$ cat src/logic/cpu_bus_consts.vh
`ifndef CPU_BUS_CONSTS_VH
`define CPU_BUS_CONSTS_VH

// register byte offsets (5-bit register space)
`define OFF_CTRL 5'h00
`define OFF_ADDR 5'h04
`define OFF_STAT 5'h08
`define OFF_VECT 5'h0c
`define OFF_HNDL 5'h10

// control register fields
`define CB_IE 0
`define CB_START 1
`define CB_IO 2
`define CB_WTEST 3
`define CB_IEND 4
`define CB_HCLR 5
`define CB_SEG 8

// status register fields
`define SB_BUSY 0
`define SB_WTEST 1
`define SB_IRQ 2
`define SB_NMI 3
`define SB_HOLD 4
`define SB_MODE 5
`define SB_HVALID 6
`define SB_RESET 7
`define SB_DATA 8
`define SB_STATE 16

// reset values
`define RST_IE 1'b0
`define RST_SEG 2'b10
`define RST_VECT 8'h00

// fixed interrupt type of the non-maskable request
`define NMI_TYPE 8'h02
// segment code shown during vector fetches: code or none
`define SEG_FETCH 2'b10

// axi responses
`define RESP_OKAY 2'b00
`define RESP_SLVERR 2'b10

`endif

$ cat src/logic/cpu_bus_control.v
// The AXI4-Lite slave port and the placing of the registers were decided locally.
`include "cpu_bus_consts.vh"
`timescale 1ns/1ns
`default_nettype none

module cpu_bus_control (
    input wire aclk,
    input wire aresetn,
    input wire [4:0] awaddr,
    input wire awvalid,
    output wire awready,
    input wire [31:0] wdata,
    input wire [3:0] wstrb,
    input wire wvalid,
    output wire wready,
    output reg [1:0] bresp,
    output reg bvalid,
    input wire bready,
    input wire [4:0] araddr,
    input wire arvalid,
    output wire arready,
    output reg [31:0] rdata,
    output reg [1:0] rresp,
    output reg rvalid,
    input wire rready,
    input wire [7:0] ad_in,
    output reg [7:0] ad_out,
    output reg ad_oe,
    output reg [7:0] addr_hi_out,
    output reg addr_hi_oe,
    output reg [3:0] addr_stat_out,
    output reg addr_stat_oe,
    output reg rd_n_out,
    output reg rd_n_oe,
    output reg mem_io_select_out,
    output reg mem_io_select_oe,
    output reg cycle_status_bit_2_out,
    output reg cycle_status_bit_2_oe,
    output reg hold_ack,
    input wire ready,
    input wire maskable_irq,
    input wire nmi_request,
    input wire test_gate_n,
    input wire cpu_reset,
    input wire hold_request,
    input wire bus_mode_select
);
    localparam ST_IDLE = 3'h0;
    localparam ST_T1 = 3'h1;
    localparam ST_T2 = 3'h2;
    localparam ST_T3 = 3'h3;
    localparam ST_TW = 3'h4;
    localparam ST_T4 = 3'h5;
    localparam ST_HOLD = 3'h6;

    wire s_irq;
    wire s_nmi;
    wire s_test_n;
    reg nmi_d;

    reg [2:0] state;
    reg phase;
    reg ie;
    reg io_sel;
    reg [1:0] seg_code;
    reg [19:0] addr;
    reg [7:0] vect_type;
    reg [31:0] handler;
    reg handler_valid;
    reg start_req;
    reg wtest;
    reg irq_pend;
    reg nmi_pend;
    reg fetching;
    reg [7:0] fetch_type;
    reg [1:0] fetch_cnt;
    reg [7:0] rdata_cap;
    reg [19:0] cyc_addr;
    reg cyc_io;
    reg [1:0] cyc_seg;

    reg aw_got;
    reg w_got;
    reg [4:0] aw_q;
    reg [31:0] wd_q;
    reg [3:0] ws_q;
    wire wr_en;
    wire [31:0] ctrl_w;
    wire [31:0] addr_w;
    wire [31:0] vect_w;
    wire busy;
    reg [31:0] rd_mux;
    reg rd_err;

    reg [7:0] next_ad_out;
    reg next_ad_oe;
    reg next_addr_hi_oe;
    reg [3:0] next_addr_stat_out;
    reg next_addr_stat_oe;
    reg next_rd_n;
    reg next_rd_oe;
    reg next_sel_oe;
    reg next_s2_oe;

    // maskable request, non-maskable request and test gate
    sync_bits #(.W(3)) u_sync (
        .aclk(aclk),
        .aresetn(aresetn),
        .async_in({test_gate_n, nmi_request, maskable_irq}),
        .sync_out({s_test_n, s_nmi, s_irq})
    );

    function [31:0] merge;
        input [31:0] old;
        input [31:0] nw;
        input [3:0] strb;
        integer k;
        begin
            merge = old;
            for (k = 0; k < 4; k = k + 1)
                if (strb[k])
                    merge[8*k +: 8] = nw[8*k +: 8];
        end
    endfunction

    // axi4-lite write path: address and data taken in either order
    assign awready = ~aw_got & ~bvalid;
    assign wready = ~w_got & ~bvalid;
    assign wr_en = aw_got & w_got & ~bvalid;
    assign ctrl_w = merge({22'h0, seg_code, 5'h0, io_sel, 1'b0, ie}, wd_q, ws_q);
    assign addr_w = merge({12'h0, addr}, wd_q, ws_q);
    assign vect_w = merge({24'h0, vect_type}, wd_q, ws_q);
    assign arready = ~rvalid;
    assign busy = start_req | fetching | (state != ST_IDLE && state != ST_HOLD);

    always @(posedge aclk) begin
        if (!aresetn) begin
            aw_got <= 1'b0;
            w_got <= 1'b0;
            aw_q <= 5'h00;
            wd_q <= 32'h0;
            ws_q <= 4'h0;
            bvalid <= 1'b0;
            bresp <= `RESP_OKAY;
            rvalid <= 1'b0;
            rresp <= `RESP_OKAY;
            rdata <= 32'h0;
        end else begin
            if (awvalid && awready) begin
                aw_got <= 1'b1;
                aw_q <= awaddr;
            end
            if (wvalid && wready) begin
                w_got <= 1'b1;
                wd_q <= wdata;
                ws_q <= wstrb;
            end
            if (wr_en) begin
                aw_got <= 1'b0;
                w_got <= 1'b0;
                bvalid <= 1'b1;
                bresp <= (aw_q[4:2] > 3'h4) ? `RESP_SLVERR : `RESP_OKAY;
            end else if (bvalid && bready) begin
                bvalid <= 1'b0;
            end
            if (arvalid && arready) begin
                rvalid <= 1'b1;
                rdata <= rd_mux;
                rresp <= rd_err ? `RESP_SLVERR : `RESP_OKAY;
            end else if (rvalid && rready) begin
                rvalid <= 1'b0;
            end
        end
    end

    always @* begin
        rd_mux = 32'h0;
        rd_err = 1'b0;
        case ({araddr[4:2], 2'b00})
            `OFF_CTRL: rd_mux = {22'h0, seg_code, 5'h0, io_sel, 1'b0, ie};
            `OFF_ADDR: rd_mux = {12'h0, addr};
            `OFF_STAT: begin
                rd_mux[`SB_BUSY] = busy;
                rd_mux[`SB_WTEST] = wtest;
                rd_mux[`SB_IRQ] = irq_pend;
                rd_mux[`SB_NMI] = nmi_pend;
                rd_mux[`SB_HOLD] = hold_ack;
                rd_mux[`SB_MODE] = bus_mode_select;
                rd_mux[`SB_HVALID] = handler_valid;
                rd_mux[`SB_RESET] = cpu_reset;
                rd_mux[`SB_DATA +: 8] = rdata_cap;
                rd_mux[`SB_STATE +: 3] = state;
            end
            `OFF_VECT: rd_mux = {24'h0, vect_type};
            `OFF_HNDL: rd_mux = handler;
            default: rd_err = 1'b1;
        endcase
    end

    // bus state machine; one T state lasts two aclk cycles (phase is the divider)
    always @(posedge aclk) begin
        if (!aresetn) begin
            state <= ST_IDLE;
            phase <= 1'b0;
            nmi_d <= 1'b0;
            ie <= `RST_IE;
            io_sel <= 1'b0;
            seg_code <= `RST_SEG;
            addr <= 20'h0;
            vect_type <= `RST_VECT;
            handler <= 32'h0;
            handler_valid <= 1'b0;
            start_req <= 1'b0;
            wtest <= 1'b0;
            irq_pend <= 1'b0;
            nmi_pend <= 1'b0;
            fetching <= 1'b0;
            fetch_type <= 8'h00;
            fetch_cnt <= 2'b00;
            rdata_cap <= 8'h00;
            cyc_addr <= 20'h0;
            cyc_io <= 1'b0;
            cyc_seg <= `RST_SEG;
        end else begin
            phase <= ~phase;
            nmi_d <= s_nmi;
            if (wr_en && {aw_q[4:2], 2'b00} == `OFF_CTRL) begin
                ie <= ctrl_w[`CB_IE];
                io_sel <= ctrl_w[`CB_IO];
                seg_code <= ctrl_w[`CB_SEG +: 2];
            end
            if (wr_en && {aw_q[4:2], 2'b00} == `OFF_ADDR)
                addr <= addr_w[19:0];
            if (wr_en && {aw_q[4:2], 2'b00} == `OFF_VECT)
                vect_type <= vect_w[7:0];
            if (wtest && !s_test_n)
                wtest <= 1'b0;
            if (phase) begin
                case (state)
                    ST_IDLE: begin
                        if (hold_request) begin
                            state <= ST_HOLD;
                        end else if (fetching) begin
                            state <= ST_T1;
                            cyc_addr <= {10'h000, fetch_type, fetch_cnt};
                        end else if (nmi_pend) begin
                            nmi_pend <= 1'b0;
                            fetching <= 1'b1;
                            fetch_type <= `NMI_TYPE;
                        end else if (irq_pend && ie) begin
                            irq_pend <= 1'b0;
                            fetching <= 1'b1;
                            fetch_type <= vect_type;
                        end else if (start_req && !wtest) begin
                            // a started read waits behind wait-for-test
                            start_req <= 1'b0;
                            state <= ST_T1;
                            cyc_addr <= addr;
                            cyc_io <= io_sel;
                            cyc_seg <= seg_code;
                        end
                        if (fetching || nmi_pend || (irq_pend && ie)) begin
                            cyc_io <= 1'b0;
                            cyc_seg <= `SEG_FETCH;
                        end
                    end
                    ST_T1: state <= ST_T2;
                    ST_T2: state <= ST_T3;
                    ST_T3, ST_TW: begin
                        if (ready) begin
                            state <= ST_T4;
                            if (fetching)
                                handler[8*fetch_cnt +: 8] <= ad_in;
                            else
                                rdata_cap <= ad_in;
                        end else begin
                            state <= ST_TW;
                        end
                    end
                    ST_T4: begin
                        state <= ST_IDLE;
                        if (fetching) begin
                            fetch_cnt <= fetch_cnt + 2'b01;
                            if (fetch_cnt == 2'b11)
                                fetching <= 1'b0;
                        end
                    end
                    ST_HOLD: begin
                        if (!hold_request)
                            state <= ST_IDLE;
                    end
                    default: state <= ST_IDLE;
                endcase
            end
            // sets follow the state machine clears so a coinciding event is kept; the cpu_reset clears come last and win
            if (wr_en && {aw_q[4:2], 2'b00} == `OFF_CTRL) begin
                if (ctrl_w[`CB_HCLR])
                    handler_valid <= 1'b0;
                if (ctrl_w[`CB_START] && !busy)
                    start_req <= 1'b1;
                if (ctrl_w[`CB_WTEST])
                    wtest <= 1'b1;
                if (ctrl_w[`CB_IEND] && ctrl_w[`CB_IE] && s_irq)
                    irq_pend <= 1'b1;
            end
            if (phase && state == ST_T4 && fetching && fetch_cnt == 2'b11)
                handler_valid <= 1'b1;
            if (s_nmi && !nmi_d)
                nmi_pend <= 1'b1;
            if (cpu_reset) begin
                // abandon at once, not at the next T state boundary
                state <= ST_IDLE;
                fetching <= 1'b0;
                fetch_cnt <= 2'b00;
                start_req <= 1'b0;
                wtest <= 1'b0;
                irq_pend <= 1'b0;
                nmi_pend <= 1'b0;
            end
        end
    end

    // pin values derived from the state, then registered
    always @* begin
        next_ad_out = cyc_addr[7:0];
        next_ad_oe = (state == ST_T1);
        next_addr_hi_oe = (state >= ST_T1 && state <= ST_T4);
        next_addr_stat_oe = next_addr_hi_oe;
        if (state == ST_T1)
            next_addr_stat_out = cyc_io ? 4'h0 : cyc_addr[19:16];
        else
            next_addr_stat_out = {1'b0, ie, cyc_seg};
        // first half of T2 keeps the strobe high while the lines float
        next_rd_n = ~((state == ST_T2 && phase) || state == ST_T3 || state == ST_TW);
        next_rd_oe = (state != ST_HOLD);
        next_sel_oe = bus_mode_select && state != ST_HOLD;
        next_s2_oe = !bus_mode_select && next_addr_hi_oe;
    end

    always @(posedge aclk) begin
        if (!aresetn) begin
            ad_out <= 8'h00;
            ad_oe <= 1'b0;
            addr_hi_out <= 8'h00;
            addr_hi_oe <= 1'b0;
            addr_stat_out <= 4'h0;
            addr_stat_oe <= 1'b0;
            rd_n_out <= 1'b1;
            rd_n_oe <= 1'b0;
            mem_io_select_out <= 1'b0;
            mem_io_select_oe <= 1'b0;
            cycle_status_bit_2_out <= 1'b1;
            cycle_status_bit_2_oe <= 1'b0;
            hold_ack <= 1'b0;
        end else begin
            ad_out <= next_ad_out;
            ad_oe <= next_ad_oe && !cpu_reset;
            addr_hi_out <= cyc_addr[15:8];
            addr_hi_oe <= next_addr_hi_oe && !cpu_reset;
            addr_stat_out <= next_addr_stat_out;
            addr_stat_oe <= next_addr_stat_oe && !cpu_reset;
            rd_n_out <= next_rd_n || cpu_reset;
            rd_n_oe <= next_rd_oe;
            mem_io_select_out <= cyc_io;
            mem_io_select_oe <= next_sel_oe;
            cycle_status_bit_2_out <= ~cyc_io;
            cycle_status_bit_2_oe <= next_s2_oe && !cpu_reset;
            hold_ack <= (state == ST_HOLD);
        end
    end
endmodule // cpu_bus_control

`default_nettype wire

$ cat src/logic/sync_bits.v
`timescale 1ns/1ns
`default_nettype none

module sync_bits #(
    parameter W = 3
) (
    input wire aclk,
    input wire aresetn,
    input wire [W-1:0] async_in,
    output wire [W-1:0] sync_out
);
    genvar i;
    generate
        for (i = 0; i < W; i = i + 1) begin : g_bit
            reg stage1;
            reg stage2;
            // stage1 feeds stage2 only
            always @(posedge aclk) begin
                if (!aresetn) begin
                    stage1 <= 1'b0;
                    stage2 <= 1'b0;
                end else begin
                    stage1 <= async_in[i];
                    stage2 <= stage1;
                end
            end
            assign sync_out[i] = stage2;
        end
    endgenerate
endmodule // sync_bits

`default_nettype wire

$ cat config.mk
export PLATFORM = sky130hd
export DESIGN_NAME = cpu_bus_control
export DESIGN_NICKNAME = d
export VERILOG_FILES = /design/src/logic/cpu_bus_control.v /design/src/logic/sync_bits.v
export VERILOG_INCLUDE_DIRS = /design/src /design/src/logic
export SDC_FILE = /design/constraint.sdc
export NUM_CORES = 1
export LEC_CHECK = 0
export ABC_AREA = 1
export ABC_CLOCK_PERIOD_IN_PS = 2100
export BUFFER_PORTS_ARGS = -buffer_cell sky130_fd_sc_hd__clkbuf_2
export CAP_MARGIN = 10
export CORE_ASPECT_RATIO = 0.5
export CORE_MARGIN = 3
export CORE_UTILIZATION = 45
export CTS_BUF_LIST = sky130_fd_sc_hd__clkbuf_2 sky130_fd_sc_hd__clkbuf_4 sky130_fd_sc_hd__clkbuf_8
export DETAILED_ROUTE_END_ITERATION = 10
export PLACE_DENSITY = 0.76
export SETUP_SLACK_MARGIN = 0.5
export SLEW_MARGIN = 20
export SYNTH_ARGS = -nofsm -noshare
export SYNTH_HDL_FRONTEND = slang
export SYNTH_HIERARCHICAL = 1
export SYNTH_SLANG_ARGS = --single-unit
$ cat constraint.sdc
create_clock -name aclk -period 2.1 [get_ports aclk]
set_clock_uncertainty 0.05 [all_clocks]
set_input_delay 0.42 -clock aclk [delete_from_list [all_inputs] [get_ports aclk]]
set_output_delay 0.42 -clock aclk [all_outputs]
set_load 0.05 [all_outputs]
# Yosys cells after proc, flatten, opt, wreduce, memory -nomap -nowiden
# Index checks and enable logic that the tools add are counted.
word_totals:
  register_bits: 219
  inputBits: 68
  out_inout_bits: 71
op_classes:
  addsub: 2
  order_cmp: 3
  n_eq_ne: 27
  shift: 2
  n_mux: 73
  n_bitwise: 17
  n_reduce_logical: 72
op_table:
  columns: ["operator", "n"]
  rows:
  - ["one-hot mux 19 bit (5 select lines)", 1]
  - ["two-way mux 20 bit", 4]
  - ["two-way mux 1 bit", 45]
  - ["negation 5 -> 34 bit", 1]
  - ["variable shift 8 x 34 -> 32 bit (first input constant)", 1]
  - ["variable part select 8 x 34 -> 32 bit", 1]
  - ["bitwise mux 32 bit", 1]
  - ["logical AND 1 bit", 26]
  - ["one-hot mux 13 bit (2 select lines)", 1]
  - ["two-way mux 3 bit", 8]
  - ["nonzero test 2 bit", 10]
  - ["two-way mux 2 bit", 8]
  - ["two-way mux 8 bit", 2]
  - ["== test 3 x 2 -> 1 bit (second input constant)", 5]
  - ["one-hot mux 3 bit (5 select lines)", 1]
  - ["inequality test 2 x 1 -> 1 bit (second input constant)", 7]
  - ["AND reduction 2 bit", 7]
  - ["== test 3 bit (second input constant)", 4]
  - ["inequality test 4 bit (second input constant)", 3]
  - ["AND reduction 4 bit", 3]
  - ["NOT 1 bit", 11]
  - ["AND reduction 5 bit", 2]
  - ["== test 3 x 1 -> 1 bit (second input constant)", 3]
  - ["logical NOT 3 bit", 3]
  - ["other kinds (20)", 38]

# Logic depth before layout (Yosys ltp)
depth:
  word_depth: 11
  depth_mapped: 10
  mapped_depth_nobuf: 9

# Hierarchy
# The synthesis kept the hierarchy.
modules_own_cells:
  columns: ["module", "instances", "cells_each", "area_each_um2"]
  rows:
  - ["cpu_bus_control", 1, 1195, 8592.0]
  - ["sync_bits", 1, 21, 187.7]

# Worst setup path after synthesis
# Ideal clock, no wire load.
synth_timing:
  path_kind: "reg2reg"
  startpoint: "reg fetch_cnt[0]"
  endpoint: "reg handler[0]"
  setup_time_ns: 0.064
  arrival_time_ns: 2.177
  required_time_ns: 1.986
  slack_ns: -0.191
  path_stages_with_launch: 11
  synth_period_minus_slack_ns: 2.291
  path_cell_list: "dfxtp_1 clkbuf_1 clkbuf_1 inv_1 ha_1 clkbuf_1 nor3_2 nand2_1 nand2_1 nand2_1 nor2_1"
synth_between:
  elab_chain_len: 3
synth_lines:
  columns: ["element", "line_no", "source"]
  rows:
  - ["start: declaration", "cpu_bus_control.v:76", "reg [1:0] fetch_cnt;"]
  - ["start signal: assignment", "cpu_bus_control.v:283", "fetch_cnt <= fetch_cnt + 2'b01;"]
  - ["negation 5 -> 34 bit *", "cpu_bus_control.v:273", "handler[8*fetch_cnt +: 8] <= ad_in;"]
  - ["variable part select 8 x 34 -> 32 bit / variable shift 8 x 34 -> 32 bit (equally long branches)", "cpu_bus_control.v:273", null]
  - ["bitwise mux 32 bit *", "cpu_bus_control.v:273", null]
  - ["end signal: indexed assignment", "cpu_bus_control.v:273", null]
  - ["end: declaration", "cpu_bus_control.v:68", "reg [31:0] handler;"]
# Mark *: on every way between the ends. The rest lies on a longest branch, timed or not.
# A chain may end at the register's enable or synchronous reset.

# Worst setup path after layout
layout_timing:
  startpoint: "reg bvalid"
  endpoint: "out bvalid"
layout_rtl:
  columns: ["element", "line_no", "source"]
  rows:
  - ["start: declaration", "cpu_bus_control.v:17", "output reg bvalid,"]
  - ["start signal: assignment", "cpu_bus_control.v:143", "bvalid <= 1'b0;"]
  - ["start signal: assignment", "cpu_bus_control.v:161", "bvalid <= 1'b1;"]
  - ["start signal: assignment", "cpu_bus_control.v:164", "bvalid <= 1'b0;"]
# No word-level cell between the ends.

==> results by stage <==
Status:
- The flow ran to the end, and the final reports show no timing, DRC or antenna violations.

Route:
- The vias per cell is roughly 5.1.
- The detailed router's first-iteration violation count is 768.
- The count of nets left with antenna violations once routing finished came out at 0.
- For this run, design rule violations remaining after detail routing come to 0.
- The total iterations of the first detailed-routing run is 5.
- The routed layout has around 8400 vias.
- The total wire length after detailed routing is 25300 microns.
- Dividing the detail-routed wire length by the instance count gives between 15 and 20 microns.

Timing:
- Setup repair after global routing could not meet its margin everywhere.
- The highest achievable clock rate is around 590 MHz.
- Headroom to the max-slew limit came out at around three fifths.
- The final setup violation count is 0.
- The total negative slack for setup checks is 0 ps.
- The final number of hold-violating endpoints is 0.
- Across all hold checks on the routed design, the worst slack comes to ~57 ps.
- The final critical-path setup slack is between 400 and 500 ps.
- The max-slew violation count is 0.
- The smallest clock period supported by the final layout is computed as 1690 ps.
- Of the available clock period, the critical path in the final layout requires between 80% and 90%.
- For the pin with the worst max-slew slack, the measured transition is 612 ps.

Setup path:
- The number of logic stages on the critical path including buffering is 1.
- Of all nets on the critical path, the largest fanout is 4.
- The buffers plus inverters on the worst setup path is 1.
- The endpoint kind of the worst setup timing path is a primary output.
- The kind of cell with the highest combined delay along the critical path is flip-flops.
- For this run, the slowest stage of the critical path takes around 400 ps.
- The worst setup path is launched from a flip-flop.
- The worst endpoint required time is between 1500 and 2000 ps.
- The number of cells on the worst reg-to-reg path is 10.
- The data arrival time of the critical path is 1220 ps.
- The critical path goes through clkbuf_4.
- The standard cell with the maximum stage delay on the critical path is dfxtp_2.
- By startpoint and endpoint, the worst setup path is classified as reg -> out.

Cells and area:
- The register cell area after layout is 4340 sq um.
- The share of post-route cells with drive strength above 1 is 21.1%.
- 0 antenna diodes ended up in the layout.
- After filler insertion, the fill cell instance count of the layout stands at 1691.
- At the end of the flow, the number of nets in the layout was between 1000 and 1500.
- After routing the design area is between 10000 and 15000 sq um.
- Summing all multi-input logic gate instances after layout gives slightly below 4000 sq um.
- The finished layout holds 1626 standard cells, fillers aside.
- The relative area change from synthesis to final layout is 26.9%.

Clock tree:
- The root buffer selected by CTS is clkbuf_8.
- After clock tree synthesis, the clock-pin slew on the worst setup and hold paths is 70 ps.
- At the later pin of the worst-skew pair, clock insertion delay measures approximately 570 ps.
- The clock net sink count is 215.
- The number of buffers created by CTS is 29.
- In this run the number of H-tree levels came out at 1.
- The clock tree buffer depth is 3.
- The TritonCTS clock tree is built.

Logic synthesis:
- The number of flip-flops and latches in the synthesized netlist is ~220.
- Sorting the synthesized cells by area gives the leading types as dfxtp_1, nand2_1, nor2_1.
- The netlist area before placement is between 8000 and 9000 sq um.
- Yosys mapped the design onto 34 distinct sky130hd cell types.
- The number of instances in the synthesized netlist is 1216.
- The proportion of synthesized chip area in sequential cells is between 40% and 50%.
- The synthesized area per cell is 7.22 sq um.
- The total of warnings raised by yosys is 6.
- The synthesized design devotes to its leading area cell type ~49% of total area.
- The cell accounting for the most synthesized area is dfxtp_1.

Global routing:
- The first global-routing pass estimated 39800 microns of wire.
- The initial antenna violation count came to 0.
- The remaining global-route overflow is 0.
- The total track usage is a little under a quarter.
- The number of global-route vias before repair is between 7000 and 8000.
- The pin count of the biggest net entering global routing is 148.

Floorplan:
- The initialized floorplan defines 35 standard-cell rows.
- From bottom edge to top edge, the die measures 105 microns.
- During I/O placement, the number of pins put on the boundary was 139.
- The width of the die is between 200 and 250 microns.
- The area of the die is roughly 21000 sq um.
- The core region is between 15000 and 20000 sq um.
- The initial utilization of the core area, before any placement, comes to ~47%.

Power:
- The static leakage is 4.78 nW.
- The power density of the placed cells is between 700 and 800 nW/um^2.
- The maximum vdd drop is approximately 360 uV.

Placed design:
- The half-perimeter wire length of the detailed placement result is approximately 17000 microns.
- After detailed placement, the design holds a cell count of 1547.
- The cell area after placement is roughly 9600 sq um.
- The number of buffers added on ports is about 120.
- OpenSTA, run right after detailed placement, puts the worst setup slack at between 300 and 400 ps.
- At the end of routability-driven placement, the weighted congestion stood at between 0.9 and 1.

Run:
- The total of max-cap violations is 0.

Worst hold path:
- In this run the worst hold path is classified as in -> reg.
- The depth of the worst hold-timing path is 3.
-- registers in the layout, indices dropped and copies added, names as in the netlist, 4 cells and up --
register and cells:
cyc_addr 20, rdata 32, vect_type 8, addr 20, ad_out 8, wd_q 20, fetch_type 8, handler 32
addr_stat_out 4, rdata_cap 8, addr_hi_out 8
-- worst min-delay path, delay by kind of cell --
| family | cells | cell delay, ps |
|---|---|---|
| buffers and inverters | 1 | 70 |
| AOI/OAI and AO/OA | 1 | 70 |
| and+or+nand+nor | 1 | 80 |
-- stage by stage --
stage | util [%] | total power, W
2_1_floorplan | - | 0.00480
3_3_place_gp | 51.1 | 0.00501
3_5_place_dp | 51.1 | 0.00502
4_1_cts | 57.9 | 0.00850
5_1_grt | 59.4 | 0.00882
6_report | 59.4 | 0.00853
-- cells in the mapped netlist, drive strengths merged --
master	number
nand2	271
nor4	1
inv	118
nand3b	1
ha	6
nand3	66
o21a	1
nand4	23
a211oi	1
clkbuf	28
clkinv	2
buf	35
a21oi	96
nor2	208
or2	1
nor3	8
o21ai	134
dfxtp	215
conb	1
-- worst paths after layout --
kind                  start                      to  slack [ps]
setup / recovery     bvalid                  bvalid         410
hold / removal    wdata[12]                wd_q[12]          60
setup reg to reg   state[0]             handler[27]         540
hold reg to reg      cyc_io  cycle_status_bit_2_out         370
-- cell usage in the layout, fill, tap and decap left out, types with 7 or more instances in the layout --
cell      Yosys  final
o21ai_1      18     19
clkbuf_8      0     54
buf_12        0      7
nand4_1      21     21
a21oi_1      94     94
nor2_1      199    194
dfxtp_2       0     17
clkbuf_4      0     30
buf_8         0     20
inv_1       107    101
clkbuf_2      0     49
nand2_2       5      7
nand3_1      64     62
buf_4        11     39
inv_4         0      7
inv_2        11      9
o21ai_0     116    114
nor2_4        4      9
nand2_1     266    262
dfxtp_1     215    193
-- cell families after synthesis --
group,synth area share (%)
and+or+nand+nor,27.8
AOI/OAI and AO/OA,13.5
DFF,49.0
buffers and inverters,8.81
adders and majority gates,0.855
other,0.0427
-- power by group --
| group | switching (W) | internal (W) | total (W) |
|---|---|---|---|
| Combinational | 0.000532 | 0.000260 | 0.000791 |
| Sequential | 0.0000904 | 0.00417 | 0.00426 |
| Clock | 0.00158 | 0.00189 | 0.00347 |
-- final cells by class --
cell class,instances,share of cell area (%)
inverters,120,4.31
multi-input cells,821,34.8
clock buffers,45,4.89
flip-flops and latches,215,39.0
repair buffers,161,13.4
well taps,259,2.91
clock inverters,5,0.730
-- layer usage --
layer  track usage, %  vias up  wire length (microns)
met3             3.67       41                   1720
met4             4.96        0                    457
met1             33.8     3912                  12000
li1                 -     4139                      -
met2             34.9      278                  11100
met5                0        -                      0
-- what timing repair did --
action,in CTS,in global routing
cloned,0,3
gates resized for setup,129,70
pin swaps,8,14
setup buffers,12,10
endpoints found under the setup margin,149,148
hold buffers,4,0
endpoints found under the hold margin,4,0
(Power assumes the default switching activity.)
